[src/hdl/crac_pkg.sv]
package crac_pkg;

    // operating modes
    localparam logic [1:0] MODE_REAL  = 2'h0;
    localparam logic [1:0] MODE_PROT  = 2'h1;
    localparam logic [1:0] MODE_V86   = 2'h2;

    // register classes
    typedef enum logic [3:0] {
        CLS_GENERAL  = 4'h0,
        CLS_SEGMENT  = 4'h1,
        CLS_FLAGS    = 4'h2,
        CLS_CONTROL  = 4'h3,
        CLS_GTABLE   = 4'h4,
        CLS_ITABLE   = 4'h5,
        CLS_LTABLE   = 4'h6,
        CLS_TASK     = 4'h7,
        CLS_FPU      = 4'h8,
        CLS_DEBUG    = 4'h9,
        CLS_TEST     = 4'hA
    } crac_class_e;

    // option word fields
    localparam int          OPT_MASK_LSB   = 0;
    localparam int          OPT_MASK_W     = 6;
    localparam int          OPT_PREC_LSB   = 8;
    localparam int          OPT_RND_LSB    = 10;
    localparam logic [15:0] OPT_RESET      = 16'h037F;
    localparam logic [15:0] OPT_DEFINED    = 16'h0F3F;

    // rounding_select encodings
    localparam logic [1:0] RND_NEAREST = 2'h0;
    localparam logic [1:0] RND_DOWN    = 2'h1;
    localparam logic [1:0] RND_UP      = 2'h2;
    localparam logic [1:0] RND_ZERO    = 2'h3;

    // precision_select encodings
    localparam logic [1:0] PREC_SINGLE = 2'h0;
    localparam logic [1:0] PREC_RSVD   = 2'h1;
    localparam logic [1:0] PREC_DOUBLE = 2'h2;
    localparam logic [1:0] PREC_EXT    = 2'h3;

    // significand widths
    localparam logic [6:0] SIG_SINGLE  = 7'h18;
    localparam logic [6:0] SIG_DOUBLE  = 7'h35;
    localparam logic [6:0] SIG_EXT     = 7'h40;

    // fpu operation kinds
    typedef enum logic [3:0] {
        FOP_ADD    = 4'h0,
        FOP_SUB    = 4'h1,
        FOP_MUL    = 4'h2,
        FOP_DIV    = 4'h3,
        FOP_SQRT   = 4'h4,
        FOP_STORE  = 4'h5,
        FOP_ISTORE = 4'h6,
        FOP_TRANS  = 4'h7,
        FOP_PREM   = 4'h8,
        FOP_XTRACT = 4'h9,
        FOP_ABS    = 4'hA,
        FOP_CHS    = 4'hB,
        FOP_OTHER  = 4'hC
    } crac_fop_e;

    // register indices inside debug and test groups
    localparam int DBG_REGS      = 8;
    localparam int DBG_BP_COUNT  = 4;
    localparam int DBG_RSVD_A    = 4;
    localparam int DBG_RSVD_B    = 5;
    localparam int DBG_STATE     = 6;
    localparam int DBG_SETUP     = 7;
    localparam int TST_FIRST     = 3;
    localparam int TST_REGS      = 5;

    localparam int QUEUE_BYTES   = 32;
    localparam int MAX_OPERANDS  = 3;

    typedef struct packed {
        logic        valid;
        logic        store;
        crac_class_e cls;
        logic [2:0]  index;
        logic [31:0] wdata;
    } crac_req_s;

    typedef struct packed {
        logic        done;
        logic        refused;
        logic [31:0] rdata;
    } crac_rsp_s;

    typedef struct packed {
        logic [1:0] mode;
        logic [1:0] cpl;
        logic [1:0] io_privilege_level;
        logic       seg_big;
        logic       size_prefix;
    } crac_ctx_s;

endpackage

[src/hdl/crac_core.sv]
`timescale 1ns/100ps

// Behaviour
// RULE_01: six low option bits mask six exceptions
// RULE_02: unmasked exception sets flag, summary, error out
// RULE_03: rounding field in option bits ten, eleven
// RULE_04: rounding codes nearest, down, up, truncate
// RULE_05: rounding applies only to rounding operations
// RULE_06: precision field in bits eight, nine
// RULE_07: precision applies to add, sub, mul, div, sqrt
// RULE_08: four breakpoint addresses, setup and state registers
// RULE_09: software leaves reserved debug slots undefined
// RULE_10: five test registers for cache and lookaside
// RULE_11: protected mode privileged access needs level zero
// RULE_12: real and v86 mode refusals per table
// RULE_13: v86 flag push/pop checked against io level
// RULE_14: pointer image size from segment default flag; code lets the size prefix swap it too
// RULE_15: software writes zeros, masks reserved bits
// RULE_16: stored images reload without masking
// RULE_17: thirty-two byte prefetch queue depth
// RULE_18: default operand size, prefix swaps it
// RULE_19: zero to three operands, any location
module crac_core
    import crac_pkg::*;
(
    input  wire logic        clk_i,
    input  wire logic        sys_rst_i,
    input  wire crac_req_s   req_i,
    input  wire crac_ctx_s   ctx_i,
    input  wire logic        flag_push_instr_i,
    input  wire logic        flag_pop_instr_i,
    input  wire logic        fpu_exc_valid_i,
    input  wire logic [5:0]  fpu_exc_i,
    input  wire crac_fop_e   fpu_op_i,
    input  wire logic [1:0]  operand_count_i,
    input  wire logic        prefetch_push_i,
    input  wire logic        prefetch_pop_i,
    input  wire logic        prefetch_flush_i,
    output crac_rsp_s        rsp_o,
    output logic             fpu_error_out_o,
    output logic [5:0]       fpu_exc_flags_o,
    output logic             error_summary_flag_o,
    output logic [1:0]       rounding_select_o,
    output logic             rounding_active_o,
    output logic [6:0]       precision_bits_o,
    output logic             operand_wide32_o,
    output logic             pointer_image32_o,
    output logic             flags_fault_o,
    output logic             operand_count_ok_o,
    output logic [5:0]       queue_level_o
);

    // privilege check by mode and class
    function automatic logic access_ok(input crac_class_e cls, input logic store,
                                       input crac_ctx_s ctx);
        logic ok;
        ok = 1'b0;
        case (ctx.mode)
            MODE_PROT: begin
                case (cls)
                    CLS_CONTROL, CLS_DEBUG, CLS_TEST: ok = (ctx.cpl == 2'h0); // RULE_11
                    CLS_GTABLE, CLS_ITABLE, CLS_LTABLE, CLS_TASK:
                        ok = store || (ctx.cpl == 2'h0); // RULE_11
                    default: ok = 1'b1;
                endcase
            end
            MODE_V86: begin
                case (cls)
                    CLS_CONTROL, CLS_GTABLE, CLS_ITABLE: ok = store; // RULE_12
                    CLS_LTABLE, CLS_TASK, CLS_DEBUG, CLS_TEST: ok = 1'b0; // RULE_12
                    CLS_FLAGS: ok = (ctx.cpl <= ctx.io_privilege_level); // RULE_13
                    default: ok = 1'b1; // RULE_12
                endcase
            end
            default: begin
                case (cls)
                    CLS_LTABLE, CLS_TASK: ok = 1'b0; // RULE_12
                    default: ok = 1'b1;
                endcase
            end
        endcase
        return ok;
    endfunction

    // significand width from precision code
    function automatic logic [6:0] sig_width(input logic [1:0] prec);
        logic [6:0] w;
        case (prec)
            PREC_SINGLE: w = SIG_SINGLE;
            PREC_DOUBLE: w = SIG_DOUBLE;
            default:     w = SIG_EXT;
        endcase
        return w;
    endfunction

    function automatic logic [5:0] unmasked(input logic [5:0] exc, input logic [15:0] opt);
        return exc & ~opt[OPT_MASK_LSB +: OPT_MASK_W];
    endfunction

    function automatic logic wide32(input crac_ctx_s ctx);
        return ctx.seg_big ^ ctx.size_prefix;
    endfunction

    function automatic logic [2:0] test_slot(input logic [2:0] index);
        return index - 3'(TST_FIRST);
    endfunction

    function automatic logic flag_fault(input crac_ctx_s ctx, input logic push,
                                        input logic pop);
        return (push || pop) && (ctx.mode == MODE_V86) && (ctx.io_privilege_level != 2'h3);
    endfunction

    function automatic logic [5:0] queue_next(input logic [5:0] lvl, input logic push,
                                              input logic pop, input logic flush);
        logic [5:0] nxt;
        nxt = lvl;
        if (flush) begin
            nxt = 6'h00;
        end else begin
            if (push && (lvl != 6'(QUEUE_BYTES))) nxt = nxt + 6'h01; // RULE_17
            if (pop && (lvl != 6'h00)) nxt = nxt - 6'h01;
        end
        return nxt;
    endfunction

    // architectural register state
    logic [15:0]          opt_q, opt_d;
    logic [5:0]           flags_q, flags_d;
    logic                 es_q, es_d;
    logic [31:0]          dbg_q [DBG_REGS];
    logic [31:0]          dbg_d [DBG_REGS];
    logic [31:0]          tst_q [TST_REGS];
    logic [31:0]          tst_d [TST_REGS];
    logic [31:0]          misc_q [4];
    logic [31:0]          misc_d [4];

    // access response
    crac_rsp_s            rsp_q, rsp_d;

    // fpu operation controls
    logic [1:0]           rnd_q, rnd_d;
    logic                 ract_q, ract_d;
    logic [6:0]           prec_q, prec_d;

    // context and operand count derived outputs
    logic                 w32_q, w32_d;
    logic                 p32_q, p32_d;
    logic                 ffault_q, ffault_d;
    logic                 opok_q, opok_d;

    // prefetch queue fill
    logic [5:0]           qlvl_q, qlvl_d;

    // register loads and stores
    always_comb begin
        logic        ok;
        logic [31:0] rd;
        ok      = 1'b0;
        rd      = 32'h0000_0000;
        opt_d   = opt_q;
        dbg_d   = dbg_q;
        tst_d   = tst_q;
        misc_d  = misc_q;
        rsp_d   = '0;
        if (req_i.valid) begin
            ok = access_ok(req_i.cls, req_i.store, ctx_i);
            rsp_d.done    = 1'b1;
            rsp_d.refused = !ok;
            if (ok) begin
                case (req_i.cls)
                    CLS_FPU: begin
                        if (req_i.store) rd = {16'h0000, opt_q};
                        else opt_d = req_i.wdata[15:0]; // RULE_16
                    end
                    CLS_DEBUG: begin
                        if (req_i.store) rd = dbg_q[req_i.index]; // RULE_08
                        else dbg_d[req_i.index] = req_i.wdata; // RULE_08
                    end
                    CLS_TEST: begin
                        if (req_i.index >= 3'(TST_FIRST)) begin // RULE_10
                            if (req_i.store) rd = tst_q[test_slot(req_i.index)];
                            else tst_d[test_slot(req_i.index)] = req_i.wdata;
                        end
                    end
                    CLS_GTABLE, CLS_ITABLE, CLS_LTABLE, CLS_TASK: begin
                        if (req_i.store) rd = misc_q[req_i.cls[1:0]];
                        else misc_d[req_i.cls[1:0]] = req_i.wdata;
                    end
                    default: rd = 32'h0000_0000;
                endcase
            end
            rsp_d.rdata = rd;
        end
    end

    // sticky exception flags and summary
    always_comb begin
        logic [5:0] unm;
        unm     = unmasked(fpu_exc_i, opt_q); // RULE_01
        flags_d = flags_q;
        if (fpu_exc_valid_i) flags_d = flags_q | fpu_exc_i;
        if (fpu_exc_valid_i && (unm != 6'h00)) flags_d = flags_d | unm; // RULE_02
        es_d    = |unmasked(flags_d, opt_d); // RULE_02
    end

    // rounding and precision selection
    always_comb begin
        rnd_d = opt_q[OPT_RND_LSB +: 2]; // RULE_03 RULE_04
        case (fpu_op_i)
            FOP_PREM, FOP_XTRACT, FOP_ABS, FOP_CHS, FOP_OTHER: ract_d = 1'b0; // RULE_05
            default: ract_d = 1'b1; // RULE_05
        endcase
        case (fpu_op_i)
            FOP_ADD, FOP_SUB, FOP_MUL, FOP_DIV, FOP_SQRT:
                prec_d = sig_width(opt_q[OPT_PREC_LSB +: 2]); // RULE_06 RULE_07
            default: prec_d = SIG_EXT; // RULE_07
        endcase
    end

    // operand size, flag faults, operand count
    always_comb begin
        w32_d    = wide32(ctx_i); // RULE_18
        p32_d    = wide32(ctx_i); // RULE_14
        ffault_d = flag_fault(ctx_i, flag_push_instr_i, flag_pop_instr_i); // RULE_13
        opok_d   = (32'(operand_count_i) <= MAX_OPERANDS); // RULE_19
    end

    // prefetch queue fill level
    always_comb begin
        qlvl_d = queue_next(qlvl_q, prefetch_push_i, prefetch_pop_i, prefetch_flush_i);
    end

    // register file and response
    always_ff @(posedge clk_i) begin
        if (sys_rst_i) begin
            opt_q    <= OPT_RESET;
            flags_q  <= 6'h00;
            es_q     <= 1'b0;
            dbg_q    <= '{default: 32'h0000_0000};
            tst_q    <= '{default: 32'h0000_0000};
            misc_q   <= '{default: 32'h0000_0000};
            rsp_q    <= '0;
        end else begin
            opt_q    <= opt_d;
            flags_q  <= flags_d;
            es_q     <= es_d;
            dbg_q    <= dbg_d;
            tst_q    <= tst_d;
            misc_q   <= misc_d;
            rsp_q    <= rsp_d;
        end
    end

    // fpu operation controls
    always_ff @(posedge clk_i) begin
        if (sys_rst_i) begin
            rnd_q    <= RND_NEAREST;
            ract_q   <= 1'b0;
            prec_q   <= SIG_EXT;
        end else begin
            rnd_q    <= rnd_d;
            ract_q   <= ract_d;
            prec_q   <= prec_d;
        end
    end

    // context and operand count derived outputs
    always_ff @(posedge clk_i) begin
        if (sys_rst_i) begin
            w32_q    <= 1'b0;
            p32_q    <= 1'b0;
            ffault_q <= 1'b0;
            opok_q   <= 1'b1;
        end else begin
            w32_q    <= w32_d;
            p32_q    <= p32_d;
            ffault_q <= ffault_d;
            opok_q   <= opok_d;
        end
    end

    // prefetch queue fill
    always_ff @(posedge clk_i) begin
        if (sys_rst_i) begin
            qlvl_q   <= 6'h00;
        end else begin
            qlvl_q   <= qlvl_d;
        end
    end

    // top outputs straight from flops
    assign rsp_o                = rsp_q;
    assign fpu_error_out_o      = es_q; // RULE_02
    assign fpu_exc_flags_o      = flags_q;
    assign error_summary_flag_o = es_q;
    assign rounding_select_o    = rnd_q;
    assign rounding_active_o    = ract_q;
    assign precision_bits_o     = prec_q;
    assign operand_wide32_o     = w32_q;
    assign pointer_image32_o    = p32_q;
    assign flags_fault_o        = ffault_q;
    assign operand_count_ok_o   = opok_q;
    assign queue_level_o        = qlvl_q;

endmodule

[config.mk]
export PLATFORM = sky130hd
export DESIGN_NAME = crac_core
export DESIGN_NICKNAME = d
export VERILOG_FILES = /design/src/hdl/crac_pkg.sv /design/src/hdl/crac_core.sv
export SDC_FILE = /design/constraint.sdc
export NUM_CORES = 1
export LEC_CHECK = 0
export BUFFER_PORTS_ARGS = -buffer_cell sky130_fd_sc_hd__clkbuf_2
export CAP_MARGIN = 20
export CORE_MARGIN = 5
export CORE_UTILIZATION = 40
export DETAILED_ROUTE_END_ITERATION = 16
export SETUP_SLACK_MARGIN = 0.3
export SLEW_MARGIN = 20
export SYNTH_ARGS = -nofsm -noshare
export SYNTH_HDL_FRONTEND = slang
export SYNTH_SLANG_ARGS = --single-unit
[constraint.sdc]
create_clock -name clk_i -period 2.5 [get_ports clk_i]
set_input_delay 0.25 -clock clk_i [delete_from_list [all_inputs] [get_ports clk_i]]
set_output_delay 0.25 -clock clk_i [all_outputs]
set_load 0.01 [all_outputs]
== Word-level counts from Yosys, hierarchy flattened ==
Cells that the tools add are included.
Storage, ports and cells
  register bits after elaboration: 619
  output and inout port bits: 62
  logic and storage cells: 152
Operators by class
  $add $sub $neg: 3
  order comparisons: 8
  equality and inequality tests: 23
  multiplexer cells: 42
  bitwise gates (word level): 14
  reduce and logical (&&, ||, !) cells: 32
Operator list (count)
  two-way mux 32 bit: 14
  bitwise mux 256 bit: 1
  binary-select mux 32 bit (select 3 bit): 2
  demux 32 bit (select 3 bit): 2
  bitwise mux 160 bit: 1
  bitwise mux 128 bit: 1
  one-hot mux 32 bit (4 select lines): 1
  binary-select mux 32 bit (select 2 bit): 1
  demux 32 bit (select 2 bit): 1
  two-way mux 6 bit: 9
  two-way mux 34 bit: 1
  equality test 4 bit (second input constant): 8
  equality test 4 x 3 -> 1 bit (second input constant): 5
  equality test 4 x 2 -> 1 bit (second input constant): 4
  two-way mux 16 bit: 1
  one-hot mux 7 bit (2 select lines): 1
  AND 6 bit: 2
  inverter 6 bit: 2
  OR 6 bit: 2
  AND reduction 4 bit: 3
  nonzero test 6 bit: 2
  OR reduction 5 bit: 2
  OR reduction 3 bit: 3
  >= comparator 4 bit (second input constant): 2
  29 further kinds: 51

== Logic depth before layout (Yosys ltp) ==
Gate-level depths: netlist of the first run.
  depth in word-level cells: 10
  gate-level depth with buffers: 12

== Worst setup path before layout of the first run ==
OpenSTA, ideal clock, no wires.
  kind: flip-flop to flip-flop
  from: register qlvl_q[0], in the netlist queue_level_o[0]
  to: register qlvl_q[4], in the netlist queue_level_o[4]
  arrival time: 2.617 ns
  data required time: 2.381 ns
  slack: -0.236 ns
  stages on the path, launching flop included: 13
  path buffers: 0
  clock period less this slack: 2.736 ns
  cells stage by stage: dfxtp_1 > inv_1 > ha_1 > or4b_2 > o21a_1 > xnor2_1 > ha_1 > o211ai_1 > nor3b_1 > mux2i_1 > a21oi_1 > xnor2_1 > nor2_1
Between the ends
  longest elaborated chain between the ends: 6
  elaborated cells between the ends (all ways): 9
Ends and longest elaborated chain
  from (decl): RTL line crac_core.sv:152  | logic [5:0] qlvl_q, qlvl_d;
  from (signal assigned): RTL line crac_core.sv:287  | qlvl_q <= qlvl_d;
  branches (longest 5 deep; another with adder 6 x 1 -> 6 bit)
  two-way mux 6 bit (*): RTL line crac_core.sv:121  | if (pop && (lvl != 6'h00)) nxt = nxt - 6'h01;
Mark *: on every way between the ends. The select of a mux whose other input is x is not followed.
A chain may end at the register's enable or synchronous reset.

== Worst setup path in the final report of the first run ==
Ends and elaborated chain as after synthesis.

==> results.yml, run 1 <==
run_status:
  status: "complete, but fails checks"
  violations: "negative setup slack"
timing:
  tightest_slew_ps: 1100
  rsz0062_at_grt: "true"
  final.setup_skew_ps: 22.5
  fmax_mhz: 397
  hold_slack_ps: 77.5
  slew_headroom: 0.267
  finalWorstPathRequiredPeriod_ps: 2520
  drv_slew: 0
  hold_viol: 0
  setup_slack_ps: -16.3
  finalSetupViolCount: 1
  finalCritPeriodShare: 1.01
global_route:
  overflow: 0
  grtUsageMet2: 0.338
  busiest_layer: "met2"
  grt_max_degree: 195
  grt_pass1_wl_um: 117000
  grt_usage: 0.208
  grt_use_met1: 0.287
  grt_pass1_vias: 20000
  grtUsageMet3: 0.0318
  antenna_found_initial: 3
pwr:
  leakagePower_nw: 11.9
  peakVddDrop_mv: 0.391
  pwr_density_cell_nw_per_um2: 676
clocking:
  clock-sinks: 616
  cts_buffers: 67
  clk_latency_ps: 610
  cts_root_buf: "clkbuf_16"
  clk_path_buf_depth: 3
  htreeDepth: 3
  path_clk_slew_ps: 60
  cts_tree: "done"
detailed_routing:
  viasPerCell: 5.48
  drc: 0
  wirelength_um: 76500
  ant_nets: 0
  drt_iter0_drc: 1845
  firstDrtPassIters: 6
  wl_per_cell_um: 20.8
  dr_total_vias: 20200
synth:
  ys_types: 61
  synth.most_common_cell: "dfxtp_1"
  synth_area_leaders: "dfxtp_1 (47%), mux2i_1 (16%), mux4_2 (10%)"
  yosysTopAreaCellShare: 0.468
  synth_area_um2: 26400
  syn_nets: 2765
  ys_async_sr_fraction: 0
  yosysSeqAreaShare: 0.468
  synthCells: 2687
  syn_area_per_cell_um2: 9.81
  netlist_top_cells_count: "dfxtp_1 (616), nor2_1 (426), mux2i_1 (422)"
  yosys_warnings: 0
  synth_top_area_cell: "dfxtp_1"
  ys.flop_type: "dfxtp_1"
  synth_enable_flop_cells: 0
  ys_ff_latch: 616
die:
  ioPinCount: 131
  initial_core_util: 0.402
  dieWidth_um: 267
  die_h_um: 267
  die_area_um2: 71100
  row_count: 94
  core-area_um2: 65500
cells_and_area:
  drive_gt1_frac: 0.193
  area_growth_pct: 18.5
  final_area_um2: 31200
  nets: 2844
  final_util: 0.477
critical_path:
  crit_required_ps: 3010
  cp-end-kind: "register"
  worstSetupPathType: "register to register"
  cp-start-kind: "register"
  cp_data_arrival_time_ps: 3020
  cp_max_fo: 2
run:
  cap_violations: 0
placed_design:
  dp.final_hpwl_um: 47400
  place_area_um2: 28700
  io_buffers: 126
  place.gp.congestion: 0.855
hold_path:
  hold_path.class: "input port to register"
## layout by cell type (no fill, tap or decap), types with 13 or more instances in the layout
cell | Yosys | layout
a21oi_1 | 209 | 208
nand2_1 | 388 | 388
mux2i_1 | 422 | 421
a22oi_1 | 20 | 20
buf_12 | 0 | 52
buf_4 | 18 | 85
clkbuf_16 | 0 | 70
a22o_1 | 18 | 18
clkbuf_1 | 193 | 13
clkbuf_2 | 0 | 121
mux4_2 | 118 | 118
a221oi_1 | 16 | 16
nor2_1 | 426 | 425
dlygate4sd3_1 | 0 | 20
dfxtp_1 | 616 | 614
clkbuf_8 | 0 | 16
## area by class of cell
type	count	area [um2]
antenna	1	2.50
clock buffer	98	2000
clock inverter	23	233
fill	5991	34300
inverter	16	70.1
multi-input combinational	1782	13000
sequential	616	12300
tap	864	1080
timing repair buffer	283	2550
## worst max-delay path, stage by stage (launching register included)
cell      delay (ps)
dfxtp_2          320
inv_2             40
ha_1             120
or4b_4           470
o21a_4           230
mux2i_2          200
ha_2             190
o211ai_1         110
nor3b_2          210
mux2i_1          220
a21oi_1           70
xnor2_1          160
nor2_1            60
## cells by family (layout without fill, tap and decap cells)
family                   after synthesis  count (layout)  share of synthesized area
AO/OA/AOI/OAI                        320             320                     0.0741
XOR/XNOR                               9               9                    0.00299
adder cells (fa/ha/maj)                9               9                    0.00427
buffers and inverters                289             420                     0.0464
flip-flops                           616             616                      0.468
multiplexers                         550             550                      0.265
other                                  2               3                   0.000285
AND/OR/NAND/NOR                      892             892                      0.139
## power by group
part | internal (mW) | switching, mW
Clock | 5.88 | 4.10
Combinational | 0.448 | 0.826
Sequential | 9.85 | 0.0190
Total | 16.2 | 4.95
## layer usage
metal | vias to the layer above | part of all wire
li1 | 9389 | -
met1 | 9981 | 0.44
met2 | 656 | 0.47
met3 | 140 | 0.068
met4 | 4 | 0.027
met5 | - | 0.00033
## sequential cells by signal, summed over array words and instances, names as in the netlist, 2 cells and up
signal and count:
misc_q 128, tst_q 160, dbg_q 256, precision_bits_o 4
fpu_exc_flags_o 6, opt_q 16, rsp_o 34, queue_level_o 6
rounding_select_o 2
## repair_timing
action                                  CTS  global route
endpoints found under the hold margin    29             0
endpoints found under the setup margin    3            83
gates cloned                              0             1
setup buffers                             3             0
gates resized for setup                   8             6
hold buffers                             20             0
pin swaps                                 8             2
## worst paths after layout
check / slack [ps] / depth (start not counted) / to / startpoint
worst min-delay path: 80 / 3 / misc_q[16] / req_i[16]
worst max-delay path: -20 / 12 / queue_level_o[4] / queue_level_o[0]
worst max register to register: -20 / 12 / queue_level_o[4] / queue_level_o[0]
worst min register to register: 450 / 2 / tst_q[73] / tst_q[73]
## per-stage QoR
step | cells | power, mW | TNS, ps | setup slack (ps)
after floorplan | 2687 | 10.9 | -4.53 | -4.53
after global placement | 3537 | 11.3 | -13120 | -178
after detailed placement | 3537 | 11.3 | -26280 | -227
after CTS | 3681 | 21.3 | -14.0 | -14.0
after global routing | 3683 | 21.8 | -152 | -152
final | 3683 | 21.1 | -16.3 | -16.3
(Power assumes the default switching activity.)
==> run 2, diff against run 1 <==
--- a/config.mk
+++ b/config.mk
@@ -7,9 +7,10 @@
 export LEC_CHECK = 0
 export BUFFER_PORTS_ARGS = -buffer_cell sky130_fd_sc_hd__clkbuf_2
 export CAP_MARGIN = 20
-export CORE_MARGIN = 5
+export CORE_MARGIN = 2
 export CORE_UTILIZATION = 40
 export DETAILED_ROUTE_END_ITERATION = 16
+export RECOVER_POWER = 100
 export SETUP_SLACK_MARGIN = 0.3
 export SLEW_MARGIN = 20
 export SYNTH_ARGS = -nofsm -noshare
==> results.yml, run 2 (same netlist as run 1, synthesis figures left out) <==
critical_path:
  crit_path_cell_trace: "inv_2 -> ha_4 -> or4b_4 -> o21a_4 -> mux2i_4 -> ha_2 -> o211ai_1 -> nor3b_2 -> mux2i_1 -> a21oi_1 -> xnor2_1 -> nor2_1"
  cp_max_fo: 2
  cp_top_family: "simple AND/OR/NAND/NOR gates"
  crit_required_ps: 3020
  cp-end-kind: "register"
  worst_r2r_endpoint: "queue_level_o[4]"
  reg2reg_depth: 12
  cp_data_arrival_time_ps: 3180
  rrSetupSlack_ps: -160
  path_buf_inv: 1
  worstSetupPathType: "register to register"
  critPathCapture: "queue_level_o[4]"
  cp-start-kind: "register"
  startpoint: "queue_level_o[1]"
  slowest_stage: "or4b_4"
  rr_startpoint: "queue_level_o[1]"
  cp.depth: 12
  slowest_delay_ps: 470
timing:
  rsz0062_at_grt: "true"
  slew_headroom: 0.179
  fmax_mhz: 376
  drv_slew: 0
  hold_slack_ps: 31.7
  final.setup_skew_ps: 8.54
  hold_viol: 0
  tightest_slew_ps: 1230
  tns_ps: -255
  setup_slack_ps: -162
  finalSetupViolCount: 2
  finalCritPeriodShare: 1.06
  finalWorstPathRequiredPeriod_ps: 2660
placed_design:
  dp.final_hpwl_um: 48600
  pre_cts_slack_ps: -253
  place.gp.congestion: 0.822
  io_buffers: 126
  dp.cells: 3550
  place_area_um2: 28900
detailed_routing:
  drt_iter0_drc: 1597
  drc: 0
  firstDrtPassIters: 5
  wirelength_um: 76800
  ant_nets: 0
  dr_total_vias: 20100
  wl_per_cell_um: 20.8
  viasPerCell: 5.44
hold_path:
  hold_path.class: "input port to register"
pwr:
  pwr_density_cell_nw_per_um2: 662
  peakVddDrop_mv: 0.552
  leakagePower_nw: 11.8
  power.total_mw: 20.7
cells_and_area:
  top_register: "dbg_q"
  register_area_um2: 12300
  largest_reg_flops: 256
  final_area_um2: 31300
  fin_cells: 3697
  n_fill_cell: 5998
  reg_top3: "dbg_q (256), tst_q (160), misc_q (128)"
  mostFrequentLayoutCells: "dfxtp_1 (614), nor2_1 (425), mux2i_1 (421)"
  final_util: 0.477
  multi_input_area_um2: 13000
  final_common_cell: "dfxtp_1"
  nets: 2859
  drive_gt1_frac: 0.179
  antenna_cells: 0
  area_growth_pct: 18.6
global_route:
  antenna_found_initial: 0
  overflow: 0
  grt_usage: 0.224
  grt_max_degree: 190
  grt_pass1_wl_um: 118000
  grt_pass1_vias: 19900
run_status:
  status: "complete, but fails checks"
  violations: "negative setup slack"
die:
  ioPinCount: 131
  initial_core_util: 0.402
  die_area_um2: 68000
  die_h_um: 261
  row_count: 94
  dieWidth_um: 261
  core-area_um2: 65500
clocking:
  cts_buffers: 61
  htreeDepth: 2
  cts_root_buf: "clkbuf_16"
  clk_latency_ps: 630
  clock-sinks: 616
  path_clk_slew_ps: 70
  cts_tree: "done"
  clk_path_buf_depth: 3
run:
  cap_violations: 0
==> run 2: changes by cell type in the layout (fill, tap and decap cells not counted), sizes merged <==
cell and delta:
buf +22, bufinv +3, clkbuf -14, clkinv +8, clkinvlp +1, diode -1
dlygate4sd3 -2, inv -3
==> run 2: what timing repair did <==
item / in CTS / in global routing
setup buffers: 8 / 6
setup endpoints to repair: 3 / 209
hold buffers: 18 / 0
pin swaps: 8 / 7
hold endpoints to repair: 20 / 0
gates resized for setup: 16 / 6
==> run 2: area by class of cell <==
type | instances | share of cell area
multi-input cells | 1782 | 0.415
inverters | 16 | 0.00224
repair buffers | 304 | 0.0869
clock buffers | 83 | 0.0560
well taps | 864 | 0.0346
flip-flops and latches | 616 | 0.395
clock inverters | 32 | 0.0106
==> run 2: layer usage <==
layer,global-route usage,part of all wire,wire length (um)
met1,0.295,0.43,33100
met2,0.376,0.48,36900
met3,0.0426,0.068,5240
met4,0.0613,0.021,1640
met5,0,0,0
==> run 2: power breakdown <==
part / internal (mW) / total [mW] / leakage, nW / switching [mW]
Sequential: 9.85 / 9.87 / 4.96 / 0.0186
Combinational: 0.479 / 1.33 / 5.76 / 0.850
Clock: 5.51 / 9.49 / 1.04 / 3.98
Total: 15.8 / 20.7 / 11.8 / 4.85
==> run 2: worst min-delay path by stage <==
stage / cells past startpoint / slack [ps] / startpoint / end
global route: 2 / 50 / sys_rst_i / fpu_exc_flags_o[1]
finish: 2 / 30 / sys_rst_i / fpu_exc_flags_o[1]
global placement: 2 / 440 / tst_q[83] / tst_q[83]
detailed placement: 2 / 440 / tst_q[70] / tst_q[70]
CTS: 3 / 20 / fpu_op_i[2] / precision_bits_o[5]
floorplan: 1 / 340 / fpu_op_i[3] / rounding_active_o
==> run 3, diff against run 2 <==
--- a/config.mk
+++ b/config.mk
@@ -7,6 +7,7 @@
 export LEC_CHECK = 0
 export BUFFER_PORTS_ARGS = -buffer_cell sky130_fd_sc_hd__clkbuf_2
 export CAP_MARGIN = 20
+export CORE_ASPECT_RATIO = 1.25
 export CORE_MARGIN = 2
 export CORE_UTILIZATION = 40
 export DETAILED_ROUTE_END_ITERATION = 16
==> results.yml, run 3 (same netlist as run 1, synthesis figures left out) <==
run_status:
  status: "complete, but fails checks"
  violations: "negative hold slack"
global_route:
  grt_max_degree: 190
  grt_pass1_wl_um: 116000
  antenna_found_initial: 1
  grt_usage: 0.219
  grt_pass1_vias: 20100
  overflow: 0
clocking:
  htreeDepth: 2
  cts_root_buf: "clkbuf_16"
  clk_path_buf_depth: 3
  cts_tree: "done"
  clock-sinks: 616
  cts_buffers: 60
  clk_latency_ps: 650
  path_clk_slew_ps: 60
critical_path:
  cp_max_fo: 2
  cp-end-kind: "register"
  cp-start-kind: "register"
  cp_data_arrival_time_ps: 3030
  crit_required_ps: 3030
  slowest_stage: "or4b_4"
  worstSetupPathType: "register to register"
  slowest_delay_ps: 460
  crit_path_cell_trace: "inv_2 -> ha_4 -> or4b_4 -> o21a_4 -> mux2i_4 -> ha_2 -> o211ai_1 -> nor3b_2 -> mux2i_1 -> a21oi_1 -> xnor2_1 -> nor2_1"
timing:
  final.setup_skew_ps: 34.8
  finalWorstPathRequiredPeriod_ps: 2500
  slew_headroom: 0.280
  hold_slack_ps: -4.07
  hold_viol: 1
  rsz0062_at_grt: "true"
  fmax_mhz: 401
  drv_slew: 0
  finalCritPeriodShare: 0.999
  tightest_slew_ps: 1080
  finalSetupViolCount: 0
  setup_slack_ps: 3.71
  tns_ps: 0
cells_and_area:
  n_fill_cell: 6073
  mostFrequentLayoutCells: "dfxtp_1 (614), nor2_1 (425), mux2i_1 (421)"
  drive_gt1_frac: 0.166
  antenna_cells: 0
  final_common_cell: "dfxtp_1"
  area_growth_pct: 16.4
  nets: 2833
  final_util: 0.469
  reg_top3: "dbg_q (256), tst_q (160), misc_q (128)"
  top_register: "dbg_q"
  largest_reg_flops: 256
die:
  row_count: 105
  initial_core_util: 0.403
  ioPinCount: 131
  die_area_um2: 68000
  die_h_um: 291
  core-area_um2: 65400
  dieWidth_um: 234
detailed_routing:
  firstDrtPassIters: 5
  dr_total_vias: 19800
  drc: 0
  drt_iter0_drc: 1466
  viasPerCell: 5.40
  wirelength_um: 75000
  ant_nets: 0
  wl_per_cell_um: 20.5
pwr:
  leakagePower_nw: 11.5
  pwr_density_cell_nw_per_um2: 682
  peakVddDrop_mv: 0.641
placed_design:
  pre_cts_slack_ps: -165
  io_buffers: 126
  place.gp.congestion: 0.787
  dp.final_hpwl_um: 47000
run:
  cap_violations: 0
hold_path:
  hold_path.class: "input port to register"
==> run 3: final cells by class <==
cell class	count	area [um2]	area share
clock buffer	82	1700	0.0555
inverter	16	70.1	0.00228
sequential	616	12300	0.402
clock inverter	31	464	0.0151
tap	856	1070	0.0349
timing repair buffer	279	2130	0.0693
multi-input combinational	1782	12900	0.421
==> run 3: stage by stage <==
step	cell area (um2)	std cells	power, mW
floorplan	26600	2687	10.9
global placement	28600	3527	11.3
detailed placement	28600	3527	11.3
CTS	31000	3660	21.1
global route	30700	3662	21.6
finish	30700	3662	20.9
==> run 3: power breakdown <==
group | switching [mW] | total [mW] | leakage, nW | internal (mW)
registers | 0.0192 | 9.87 | 4.96 | 9.85
logic | 0.815 | 1.25 | 5.48 | 0.433
clock network | 4.06 | 9.80 | 1.06 | 5.74
total | 4.89 | 20.9 | 11.5 | 16.0
==> run 3: what timing repair did <==
action | in CTS | in global routing
hold endpoints to repair | 21 | 0
resized for setup | 13 | 4
pin swaps | 8 | 2
setup endpoints to repair | 3 | 4
buffers inserted | 4 | 2
hold buffers | 16 | 0
==> run 3: critical path: cells and delay by family (launching register included) <==
family / cells / cell delay (ps)
AOI/OAI and AO/OA: 3 / 430
xor gates and xnor gates: 1 / 160
adders and majority gates: 2 / 310
buffers and inverters: 1 / 60
DFF: 1 / 320
muxes: 2 / 390
and+or+nand+nor: 3 / 720
==> run 3: layer usage <==
metal | wire (um) | global-route usage
met3 | 3680 | 0.0280
met5 | 13 | 0
met1 | 31000 | 0.273
met2 | 38200 | 0.388
met4 | 2050 | 0.0681
==> run 3: final timing paths <==
kind               startpoint           endpoint  cells past startpoint  slack (ps)
min               fpu_op_i[2]  rounding_active_o                      3          -4
max reg2reg  queue_level_o[0]   queue_level_o[4]                     12           4
max          queue_level_o[0]   queue_level_o[4]                     12           4
min reg2reg         tst_q[71]          tst_q[71]                      2         450
